`src/rtl/imc_pkg.sv`:
```
package imc_pkg;
	// ****************************************
	// Timing
	// ****************************************
	localparam int CLK_PERIOD_NS   = 10;
	localparam int FRAME_NS        = 125000;
	localparam int SLOTS_PER_FRAME = 256;
	localparam int FILL_FRAMES     = 2;
	// Host waits one frame more than the fill needs: the first pulse may be partial
	localparam int GUARD_PULSES    = FILL_FRAMES + 1;
	localparam int EVAL_LOW_PULSES = 2;
	// ****************************************
	// Parallel port map
	// ****************************************
	localparam logic [7:0]  ADDR_CTRL       = 8'h00;
	localparam logic [7:0]  ADDR_IMS        = 8'h01;
	localparam int          CTRL_PERMIT_BIT = 5;
	localparam int          IMS_VALUE_LSB   = 5;
	localparam int          IMS_VALUE_W     = 5;
	localparam int          IMS_START_BIT   = 4;
	localparam int          IMS_STANDBY_BIT = 3;
	localparam int          IMS_EVAL_BIT    = 2;
	localparam logic [15:0] IMS_USED_MASK   = 16'h03fc;
	localparam logic [15:0] IMS_START_MASK  = 16'h0010;
	localparam logic [15:0] REG_RESET       = 16'h0000;
	localparam int          CM_WORDS        = 512;
	localparam int          CM_ADDR_W       = 9;
	localparam int          CM_CLEAR_W      = 11;
	localparam int          SERIAL_LINES    = 16;
	// ****************************************
	// Host AXI4-Lite map
	// ****************************************
	localparam logic [7:0]  OFS_CMD         = 8'h00;
	localparam logic [7:0]  OFS_STATUS      = 8'h04;
	localparam logic [7:0]  OFS_IRQ_STAT    = 8'h08;
	localparam logic [7:0]  OFS_IRQ_CLR     = 8'h0c;
	localparam logic [7:0]  OFS_IRQ_EN      = 8'h10;
	localparam int          CMD_ADDR_LSB    = 16;
	localparam int          CMD_WE_BIT      = 31;
	localparam int          ST_BUSY_BIT     = 16;
	localparam int          IRQ_DONE        = 0;
	localparam int          IRQ_REFUSED     = 1;
	localparam int          IRQ_W           = 2;
	localparam logic [1:0]  RESP_OKAY       = 2'h0;
	localparam logic [1:0]  RESP_SLVERR     = 2'h2;
endpackage

```
`src/rtl/imc_if.sv`:
```
`timescale 1ns/100ps
`default_nettype none
interface imc_if;
	logic        port_req;    // One-cycle access strobe
	logic        port_we;     // Write when high
	logic [7:0]  port_addr;   // Register address
	logic [15:0] port_wdata;  // Write data
	logic        port_ack;    // One-cycle answer
	logic [15:0] port_rdata;  // Read data, valid with ack
	logic        frame_pulse; // One cycle per frame
	modport device (
		input  port_req, port_we, port_addr, port_wdata,
		output port_ack, port_rdata, frame_pulse
	);
	modport host (
		output port_req, port_we, port_addr, port_wdata,
		input  port_ack, port_rdata, frame_pulse
	);
endinterface
`default_nettype wire

```
`src/rtl/imc_host.sv`:
```
// Added by the designer: the placing of the registers and the AXI4-Lite register port.
`timescale 1ns/100ps
`default_nettype none
module imc_host
	import imc_pkg::*;
(
	input  wire logic        aclk,          // Clock
	input  wire logic        aresetn,       // Sync reset, low
	input  wire logic [7:0]  s_axi_awaddr,  // Write address
	input  wire logic        s_axi_awvalid, // Write address valid
	output logic             s_axi_awready, // Write address ready
	input  wire logic [31:0] s_axi_wdata,   // Write data
	input  wire logic [3:0]  s_axi_wstrb,   // Byte strobes
	input  wire logic        s_axi_wvalid,  // Write data valid
	output logic             s_axi_wready,  // Write data ready
	output logic [1:0]       s_axi_bresp,   // Write response
	output logic             s_axi_bvalid,  // Response valid
	input  wire logic        s_axi_bready,  // Response ready
	input  wire logic [7:0]  s_axi_araddr,  // Read address
	input  wire logic        s_axi_arvalid, // Read address valid
	output logic             s_axi_arready, // Read address ready
	output logic [31:0]      s_axi_rdata,   // Read data
	output logic [1:0]       s_axi_rresp,   // Read response
	output logic             s_axi_rvalid,  // Read valid
	input  wire logic        s_axi_rready,  // Read ready
	output logic             irq,           // Level interrupt
	imc_if.host              port           // Parallel port
);
	logic             awready_ff, wready_ff, bvalid_ff, arready_ff, rvalid_ff;
	logic             aw_held_ff, w_held_ff;
	logic [7:0]       aw_addr_ff;
	logic [31:0]      w_data_ff;
	logic [3:0]       w_strb_ff;
	logic [1:0]       bresp_ff, rresp_ff;
	logic [31:0]      rdata_ff;
	logic             req_ff, we_ff, busy_ff, irq_ff;
	logic [7:0]       addr_ff;
	logic [15:0]      wdat_ff, last_rdata_ff, last_ims_ff;
	logic [1:0]       guard_ff, low_cnt_ff;
	logic [IRQ_W-1:0] irq_stat_ff, irq_en_ff;

	logic             do_write, cmd_wr, hit;
	logic [31:0]      cmd;
	logic [15:0]      new_word;
	logic             to_ims, refuse;
	logic [IRQ_W-1:0] events, clr;

	// ****************************************
	// Write decode
	// ****************************************
	assign do_write = aw_held_ff & w_held_ff & ~bvalid_ff;
	assign hit = (aw_addr_ff == OFS_CMD) | (aw_addr_ff == OFS_IRQ_CLR)
		| (aw_addr_ff == OFS_IRQ_EN);
	assign cmd_wr   = do_write & (aw_addr_ff == OFS_CMD);
	assign cmd      = w_data_ff;
	assign to_ims   = cmd[CMD_WE_BIT] & (cmd[CMD_ADDR_LSB +: 8] == ADDR_IMS);
	assign new_word = to_ims ? (cmd[15:0] & IMS_USED_MASK) : cmd[15:0];
	// Only start and its abort may change while a fill is under way
	assign refuse = busy_ff | (to_ims & (((guard_ff != 2'h0)
		& ((new_word & ~IMS_START_MASK) != (last_ims_ff & ~IMS_START_MASK)))
		| (new_word[IMS_EVAL_BIT] & ~last_ims_ff[IMS_EVAL_BIT]
		& (low_cnt_ff < 2'(EVAL_LOW_PULSES)))));
	assign clr    = (do_write & (aw_addr_ff == OFS_IRQ_CLR) & w_strb_ff[0])
		? w_data_ff[IRQ_W-1:0] : '0;
	assign events = {cmd_wr & refuse, port.port_ack};

	// ****************************************
	// AXI4-Lite write channel
	// ****************************************
	always_ff @(posedge aclk) begin
		if (!aresetn) begin
			aw_held_ff <= 1'b0;
			awready_ff <= 1'b1;
			aw_addr_ff <= '0;
		end else if (s_axi_awvalid & awready_ff) begin
			aw_held_ff <= 1'b1;
			awready_ff <= 1'b0;
			aw_addr_ff <= s_axi_awaddr;
		end else if (do_write) begin
			aw_held_ff <= 1'b0;
			awready_ff <= 1'b1;
		end
	end

	always_ff @(posedge aclk) begin
		if (!aresetn) begin
			w_held_ff <= 1'b0;
			wready_ff <= 1'b1;
			w_data_ff <= '0;
			w_strb_ff <= '0;
		end else if (s_axi_wvalid & wready_ff) begin
			w_held_ff <= 1'b1;
			wready_ff <= 1'b0;
			w_data_ff <= s_axi_wdata;
			w_strb_ff <= s_axi_wstrb;
		end else if (do_write) begin
			w_held_ff <= 1'b0;
			wready_ff <= 1'b1;
		end
	end

	always_ff @(posedge aclk) begin
		if (!aresetn) begin
			bvalid_ff <= 1'b0;
			bresp_ff  <= RESP_OKAY;
		end else if (do_write) begin
			bvalid_ff <= 1'b1;
			bresp_ff  <= hit ? RESP_OKAY : RESP_SLVERR;
		end else if (s_axi_bready) begin
			bvalid_ff <= 1'b0;
		end
	end

	// ****************************************
	// AXI4-Lite read channel
	// ****************************************
	always_ff @(posedge aclk) begin
		if (!aresetn) begin
			arready_ff <= 1'b1;
			rvalid_ff  <= 1'b0;
			rdata_ff   <= '0;
			rresp_ff   <= RESP_OKAY;
		end else if (s_axi_arvalid & arready_ff) begin
			arready_ff <= 1'b0;
			rvalid_ff  <= 1'b1;
			rdata_ff   <= '0;
			rresp_ff   <= RESP_OKAY;
			case (s_axi_araddr)
				OFS_STATUS:   rdata_ff <= {15'h0, busy_ff, last_rdata_ff};
				OFS_IRQ_STAT: rdata_ff <= {30'h0, irq_stat_ff};
				OFS_IRQ_EN:   rdata_ff <= {30'h0, irq_en_ff};
				OFS_CMD, OFS_IRQ_CLR: rdata_ff <= '0;
				default:      rresp_ff <= RESP_SLVERR;
			endcase
		end else if (rvalid_ff & s_axi_rready) begin
			rvalid_ff  <= 1'b0;
			arready_ff <= 1'b1;
		end
	end

	// ****************************************
	// Parallel port master
	// ****************************************
	always_ff @(posedge aclk) begin
		if (!aresetn) begin
			req_ff  <= 1'b0;
			we_ff   <= 1'b0;
			addr_ff <= '0;
			wdat_ff <= '0;
			busy_ff <= 1'b0;
		end else begin
			req_ff <= 1'b0;
			if (cmd_wr & ~refuse) begin
				req_ff  <= 1'b1;
				we_ff   <= cmd[CMD_WE_BIT];
				addr_ff <= cmd[CMD_ADDR_LSB +: 8];
				wdat_ff <= new_word;
				busy_ff <= 1'b1;
			end else if (port.port_ack) begin
				busy_ff <= 1'b0;
			end
		end
	end

	always_ff @(posedge aclk) begin
		if (!aresetn) begin
			last_rdata_ff <= '0;
		end else if (port.port_ack) begin
			last_rdata_ff <= port.port_rdata;
		end
	end

	// ****************************************
	// Frame guards on the mode register
	// ****************************************
	always_ff @(posedge aclk) begin
		if (!aresetn) begin
			last_ims_ff <= REG_RESET;
			guard_ff    <= '0;
			low_cnt_ff  <= 2'(EVAL_LOW_PULSES);
		end else if (cmd_wr & ~refuse & to_ims) begin
			last_ims_ff <= new_word;
			// Re-armed on every start write: the host cannot see whether permit let it through
			if (new_word[IMS_START_BIT]) begin
				guard_ff <= 2'(GUARD_PULSES);
			end
			if (new_word[IMS_EVAL_BIT]) begin
				low_cnt_ff <= '0;
			end
		end else if (port.frame_pulse) begin
			if (guard_ff != 2'h0) begin
				guard_ff <= guard_ff - 1'b1;
			end
			if (~last_ims_ff[IMS_EVAL_BIT] & (low_cnt_ff < 2'(EVAL_LOW_PULSES))) begin
				low_cnt_ff <= low_cnt_ff + 1'b1;
			end
		end
	end

	// ****************************************
	// Interrupts
	// ****************************************
	always_ff @(posedge aclk) begin
		if (!aresetn) begin
			irq_stat_ff <= '0;
			irq_en_ff   <= '0;
			irq_ff      <= 1'b0;
		end else begin
			// A new event wins over a clear in the same cycle
			irq_stat_ff <= (irq_stat_ff & ~clr) | events;
			irq_ff      <= |(irq_stat_ff & irq_en_ff);
			if (do_write & (aw_addr_ff == OFS_IRQ_EN) & w_strb_ff[0]) begin
				irq_en_ff <= w_data_ff[IRQ_W-1:0];
			end
		end
	end

	assign s_axi_awready   = awready_ff;
	assign s_axi_wready    = wready_ff;
	assign s_axi_bvalid    = bvalid_ff;
	assign s_axi_bresp     = bresp_ff;
	assign s_axi_arready   = arready_ff;
	assign s_axi_rvalid    = rvalid_ff;
	assign s_axi_rdata     = rdata_ff;
	assign s_axi_rresp     = rresp_ff;
	assign irq             = irq_ff;
	assign port.port_req   = req_ff;
	assign port.port_we    = we_ff;
	assign port.port_addr  = addr_ff;
	assign port.port_wdata = wdat_ff;
endmodule
`default_nettype wire

```
`src/flat_wrapper.sv`:
```
// flat-port wrapper written by rule: the top's interface ports become plain ports
module imc_host_flat import imc_pkg::*;
  (aclk, aresetn, s_axi_awaddr, s_axi_awvalid, s_axi_awready, s_axi_wdata, s_axi_wstrb, s_axi_wvalid, s_axi_wready, s_axi_bresp, s_axi_bvalid, s_axi_bready, s_axi_araddr, s_axi_arvalid, s_axi_arready, s_axi_rdata, s_axi_rresp, s_axi_rvalid, s_axi_rready, irq, port_port_req, port_port_we, port_port_addr, port_port_wdata, port_port_ack, port_port_rdata, port_frame_pulse);
  imc_if port_i ();
  input  wire logic aclk;
  input  wire logic aresetn;
  input  wire logic [7:0] s_axi_awaddr;
  input  wire logic s_axi_awvalid;
  output logic s_axi_awready;
  input  wire logic [31:0] s_axi_wdata;
  input  wire logic [3:0] s_axi_wstrb;
  input  wire logic s_axi_wvalid;
  output logic s_axi_wready;
  output logic [1:0] s_axi_bresp;
  output logic s_axi_bvalid;
  input  wire logic s_axi_bready;
  input  wire logic [7:0] s_axi_araddr;
  input  wire logic s_axi_arvalid;
  output logic s_axi_arready;
  output logic [31:0] s_axi_rdata;
  output logic [1:0] s_axi_rresp;
  output logic s_axi_rvalid;
  input  wire logic s_axi_rready;
  output logic irq;
  output wire logic [$bits(port_i.port_req)-1:0] port_port_req;
  output wire logic [$bits(port_i.port_we)-1:0] port_port_we;
  output wire logic [$bits(port_i.port_addr)-1:0] port_port_addr;
  output wire logic [$bits(port_i.port_wdata)-1:0] port_port_wdata;
  input wire logic [$bits(port_i.port_ack)-1:0] port_port_ack;
  input wire logic [$bits(port_i.port_rdata)-1:0] port_port_rdata;
  input wire logic [$bits(port_i.frame_pulse)-1:0] port_frame_pulse;
  assign port_port_req = port_i.port_req;
  assign port_port_we = port_i.port_we;
  assign port_port_addr = port_i.port_addr;
  assign port_port_wdata = port_i.port_wdata;
  assign port_i.port_ack = port_port_ack;
  assign port_i.port_rdata = port_port_rdata;
  assign port_i.frame_pulse = port_frame_pulse;
  imc_host u_core (.aclk(aclk), .aresetn(aresetn), .s_axi_awaddr(s_axi_awaddr), .s_axi_awvalid(s_axi_awvalid), .s_axi_awready(s_axi_awready), .s_axi_wdata(s_axi_wdata), .s_axi_wstrb(s_axi_wstrb), .s_axi_wvalid(s_axi_wvalid), .s_axi_wready(s_axi_wready), .s_axi_bresp(s_axi_bresp), .s_axi_bvalid(s_axi_bvalid), .s_axi_bready(s_axi_bready), .s_axi_araddr(s_axi_araddr), .s_axi_arvalid(s_axi_arvalid), .s_axi_arready(s_axi_arready), .s_axi_rdata(s_axi_rdata), .s_axi_rresp(s_axi_rresp), .s_axi_rvalid(s_axi_rvalid), .s_axi_rready(s_axi_rready), .irq(irq), .port(port_i));
endmodule
```
`config.mk`:
```
export PLATFORM = sky130hd
export DESIGN_NAME = imc_host_flat
export DESIGN_NICKNAME = d
export VERILOG_FILES = /design/src/rtl/imc_pkg.sv /design/src/rtl/imc_if.sv /design/src/rtl/imc_host.sv /design/src/flat_wrapper.sv
export SDC_FILE = /design/constraint.sdc
export NUM_CORES = 1
export LEC_CHECK = 0
export ABC_AREA = 1
export BUFFER_PORTS_ARGS = -buffer_cell sky130_fd_sc_hd__buf_2
export CORE_ASPECT_RATIO = 1.5
export CORE_MARGIN = 10
export CORE_UTILIZATION = 51
export DETAILED_ROUTE_END_ITERATION = 7
export HOLD_SLACK_MARGIN = 0.15
export PLACE_DENSITY = 0.78
export SLEW_MARGIN = 0
export SYNTH_ARGS = -nofsm -noshare
export SYNTH_HDL_FRONTEND = slang
export SYNTH_SLANG_ARGS = --single-unit
```
`constraint.sdc`:
```
create_clock -name aclk -period 2.42 [get_ports aclk]
set_clock_uncertainty 0.1 [all_clocks]
set_input_delay 0.242 -clock aclk [delete_from_list [all_inputs] [get_ports aclk]]
set_output_delay 0.242 -clock aclk [all_outputs]
set_load 0.02 [all_outputs]
```
==> impl_metrics.json <==
{
  "grt_first_pass_wirelength_um": 24700,
  "ys_top_cells_by_count": "127 x dfxtp_1, 123 x nand2_1, 107 x nor2_1",
  "final_util_pct": 72.1,
  "path_clk_slew_ns": 0.05,
  "synth_top_area_cell": "dfxtp_1",
  "synth_edf_count": 0,
  "vias_per_cell": 5.24,
  "final_antenna_net_count": 0,
  "groute.usage.overall_pct": 20.7,
  "max_slew.worst_pin.slew_ns": 1.21,
  "io_pins": 145,
  "synthTopCellsByArea": "dfxtp_1 48%, nand2_1 8.8%, nor2_1 7.6%",
  "grt_max_degree": 96,
  "finalWirelength_um": 15700,
  "finalCriticalPeriod_ns": 2.44,
  "max-vdd-ir-drop_mv": 0.546,
  "combPwrFrac_pct": 11.2,
  "netlist.area_leader.share_pct": 48.3,
  "die_h_um": 144,
  "start_util_pct": 51.9,
  "critPathCaptureType": "register",
  "min_path_type": "primary input to register",
  "layout_setup_ws_ns": -0.0209,
  "insertion_delay_ns": 0.41,
  "hold_viol_final": 0,
  "netlist_instances": 718,
  "p_leak_nw": 3.37,
  "clockPowerShare_pct": 45.9,
  "final_area_um2": 7310,
  "wl_per_cell_um": 15.3,
  "die_w_um": 103,
  "area_growth_pct": 38.9,
  "worstPathArrival_ns": 2.64,
  "timing.setup.critical_path_class": "register to register",
  "ys_types": 31,
  "grt.overflow.total": 0,
  "gp_congestion": 0.828,
  "period_share_pct": 101,
  "fin_nets": 978,
  "route.detailed.drc": 0,
  "switchingPower_mw": 1.29,
  "rsz0062_at_grt": "true",
  "numCtsBuffers": 17,
  "dp_hpwl_um": 9790,
  "syn_area_um2": 5260,
  "yosysWarnings": 0,
  "cellPowerDensity_nw_per_um2": 725,
  "grt_pass1_vias": 5419,
  "die_area_um2": 14900,
  "cts_tree": "yes",
  "num_rows": 45,
  "ff2ff_setup_slack_ns": -0.02,
  "io_buffers": 117,
  "root_buffer": "clkbuf_16",
  "setup_viol": 5,
  "swShare_pct": 24.4,
  "layout-drive-gt1-share_pct": 24.4,
  "ys_seq_area_share_pct": 48.3,
  "cp-start-kind": "register",
  "required_ns": 2.62,
  "num_vias": 5388,
  "drtIter0Drc": 283,
  "seqPwrFrac_pct": 42.8,
  "antenna_found_initial": 1,
  "dr.pass1.iters": 5,
  "synth_most_common_cell": "dfxtp_1",
  "synth_area_per_cell_um2": 7.33,
  "synth-seq-cells": 127,
  "clk_path_buf_depth": 2,
  "cp_max_fo": 7,
  "finalMaxSlewViolations": 0,
  "violations": "negative setup slack",
  "dpl_cell_area_um2": 5930,
  "core_region_area_um2": 10100,
  "htreeDepth": 4,
  "outcome": "complete, but fails checks",
  "cell_internal_pwr_mw": 4.01,
  "place_ws_ns": -0.0598,
  "maxCapViolations": 0,
  "cts.sinks": 127,
  "timing.fmax_mhz": 410,
  "ys.flop_type": "dfxtp_1",
  "async_reset_ff_share_pct": 0,
  "max-slew-margin-rel_pct": 19.5
}
-- cell usage in the layout (no fill, tap or decap), types with 2 or more instances in the layout --
cell and instances:
dfxtp_1 125, nand2_1 117, buf_2 117, nor2_1 105, o21ai_0 75, a21oi_1 69, inv_1 64, dlygate4sd3_1 56
nand4_1 23, buf_4 21, clkbuf_16 18, nand3_1 17, conb_1 17, nand2_2 10, nor3_1 7, nand3_2 7
inv_2 6, a21oi_2 6, nor2_2 4, nand2_4 4, clkinv_2 4, nand3_4 3, o21ai_1 3, clkbuf_8 3
buf_12 3, diode_2 2, o211ai_1 2, clkbuf_1 2, bufinv_16 2, buf_6 2, dfxtp_2 2
-- power groups by stage --
| stage | clock (mW) | sequential (mW) | combinational (mW) |
|---|---|---|---|
| 2_1_floorplan | 0 | 2.33 | 0.310 |
| 3_3_place_gp | 0 | 2.30 | 0.472 |
| 3_5_place_dp | 0 | 2.31 | 0.488 |
| 4_1_cts | 2.45 | 2.27 | 0.567 |
| 5_1_grt | 2.55 | 2.28 | 0.665 |
| 6_report | 2.44 | 2.27 | 0.595 |
-- what timing repair did --
| item | CTS | global route |
|---|---|---|
| endpoints found under the setup margin | 27 | 47 |
| resized for setup | 8 | 48 |
| buffers inserted | 3 | 4 |
| hold buffers | 56 | 0 |
| cloned | 1 | 1 |
| pin swaps | 2 | 9 |
| endpoints found under the hold margin | 56 | 0 |
-- worst max-delay path, cell delays in order, from the launching register on --
cell and delay (ns):
dfxtp_2 0.33, inv_2 0.05, ha_4 0.25, a21boi_2 0.14, nand2_1 0.08, nor2_2 0.14, nand2_1 0.08, inv_1 0.06
nand3_1 0.05, nor2_1 0.10, nand2_1 0.06, a21oi_2 0.18, nand4_2 0.16, buf_12 0.20, buf_8 0.14, o21ai_1 0.13
a21oi_1 0.07
-- kinds of logic after synthesis --
kind of cell | count (synthesis) | share of synthesized area, %
flops | 127 | 48.3
simple gates | 302 | 24.6
fa+ha+maj | 2 | 0.475
buf+inv | 127 | 10.9
other cells | 1 | 0.0712
compound gates | 158 | 15.5
xor+xnor | 1 | 0.166
-- stage by stage --
| step | TNS (ns) | total power [mW] | std cells | hold WS, ns |
|---|---|---|---|---|
| 2_1_floorplan | 0 | 2.64 | 734 | 0.277 |
| 3_3_place_gp | -0.00200 | 2.78 | 933 | 0.344 |
| 3_5_place_dp | -0.596 | 2.80 | 933 | 0.347 |
| 4_1_cts | 0 | 5.29 | 1022 | 0.184 |
| 5_1_grt | -5.23 | 5.50 | 1027 | 0.242 |
| 6_report | -0.0279 | 5.30 | 1028 | 0.198 |
-- final timing paths --
path                                  from                endpoint  cells after the start
setup / recovery     u_core.last_ims_ff[2]   u_core.last_ims_ff[8]                     16
hold / removal             s_axi_araddr[2]   u_core.s_axi_rresp[1]                      5
setup reg to reg     u_core.last_ims_ff[2]   u_core.last_ims_ff[8]                     16
hold reg to reg   u_core.last_rdata_ff[15]  u_core.s_axi_rdata[15]                      2
-- final cells by class --
| class | instances | area [um2] |
|---|---|---|
| Antenna cell | 2 | 5.00 |
| Clock buffer | 22 | 474 |
| Clock inverter | 7 | 87.6 |
| Fill cell | 768 | 2820 |
| Inverter | 72 | 273 |
| Multi-Input combinational cell | 480 | 2350 |
| Sequential cell | 127 | 2540 |
| Tap cell | 117 | 146 |
| Timing Repair Buffer | 201 | 1430 |
-- sequential cells by signal (all words and copies together), names as in the netlist, 2 cells and up --
| signal | count |
|---|---|
| u_core.cmd | 25 |
| u_core.s_axi_rdata | 17 |
| u_core.last_rdata_ff | 16 |
| u_core.port.port_wdata | 16 |
| u_core.last_ims_ff | 15 |
| u_core.aw_addr_ff | 8 |
| u_core.port.port_addr | 8 |
| u_core.guard_ff | 2 |
| u_core.irq_en_ff | 2 |
| u_core.irq_stat_ff | 2 |
| u_core.low_cnt_ff | 2 |
-- layer usage --
layer / global-route usage [%] / vias up / wire (um)
li1: - / 2645 / -
met1: 21.1 / 2471 / 5760
met2: 36.8 / 214 / 8140
met3: 6.45 / 58 / 1150
met4: 10.1 / 0 / 628
met5: 0 / - / 0
Power figures use the tool's default switching activity.
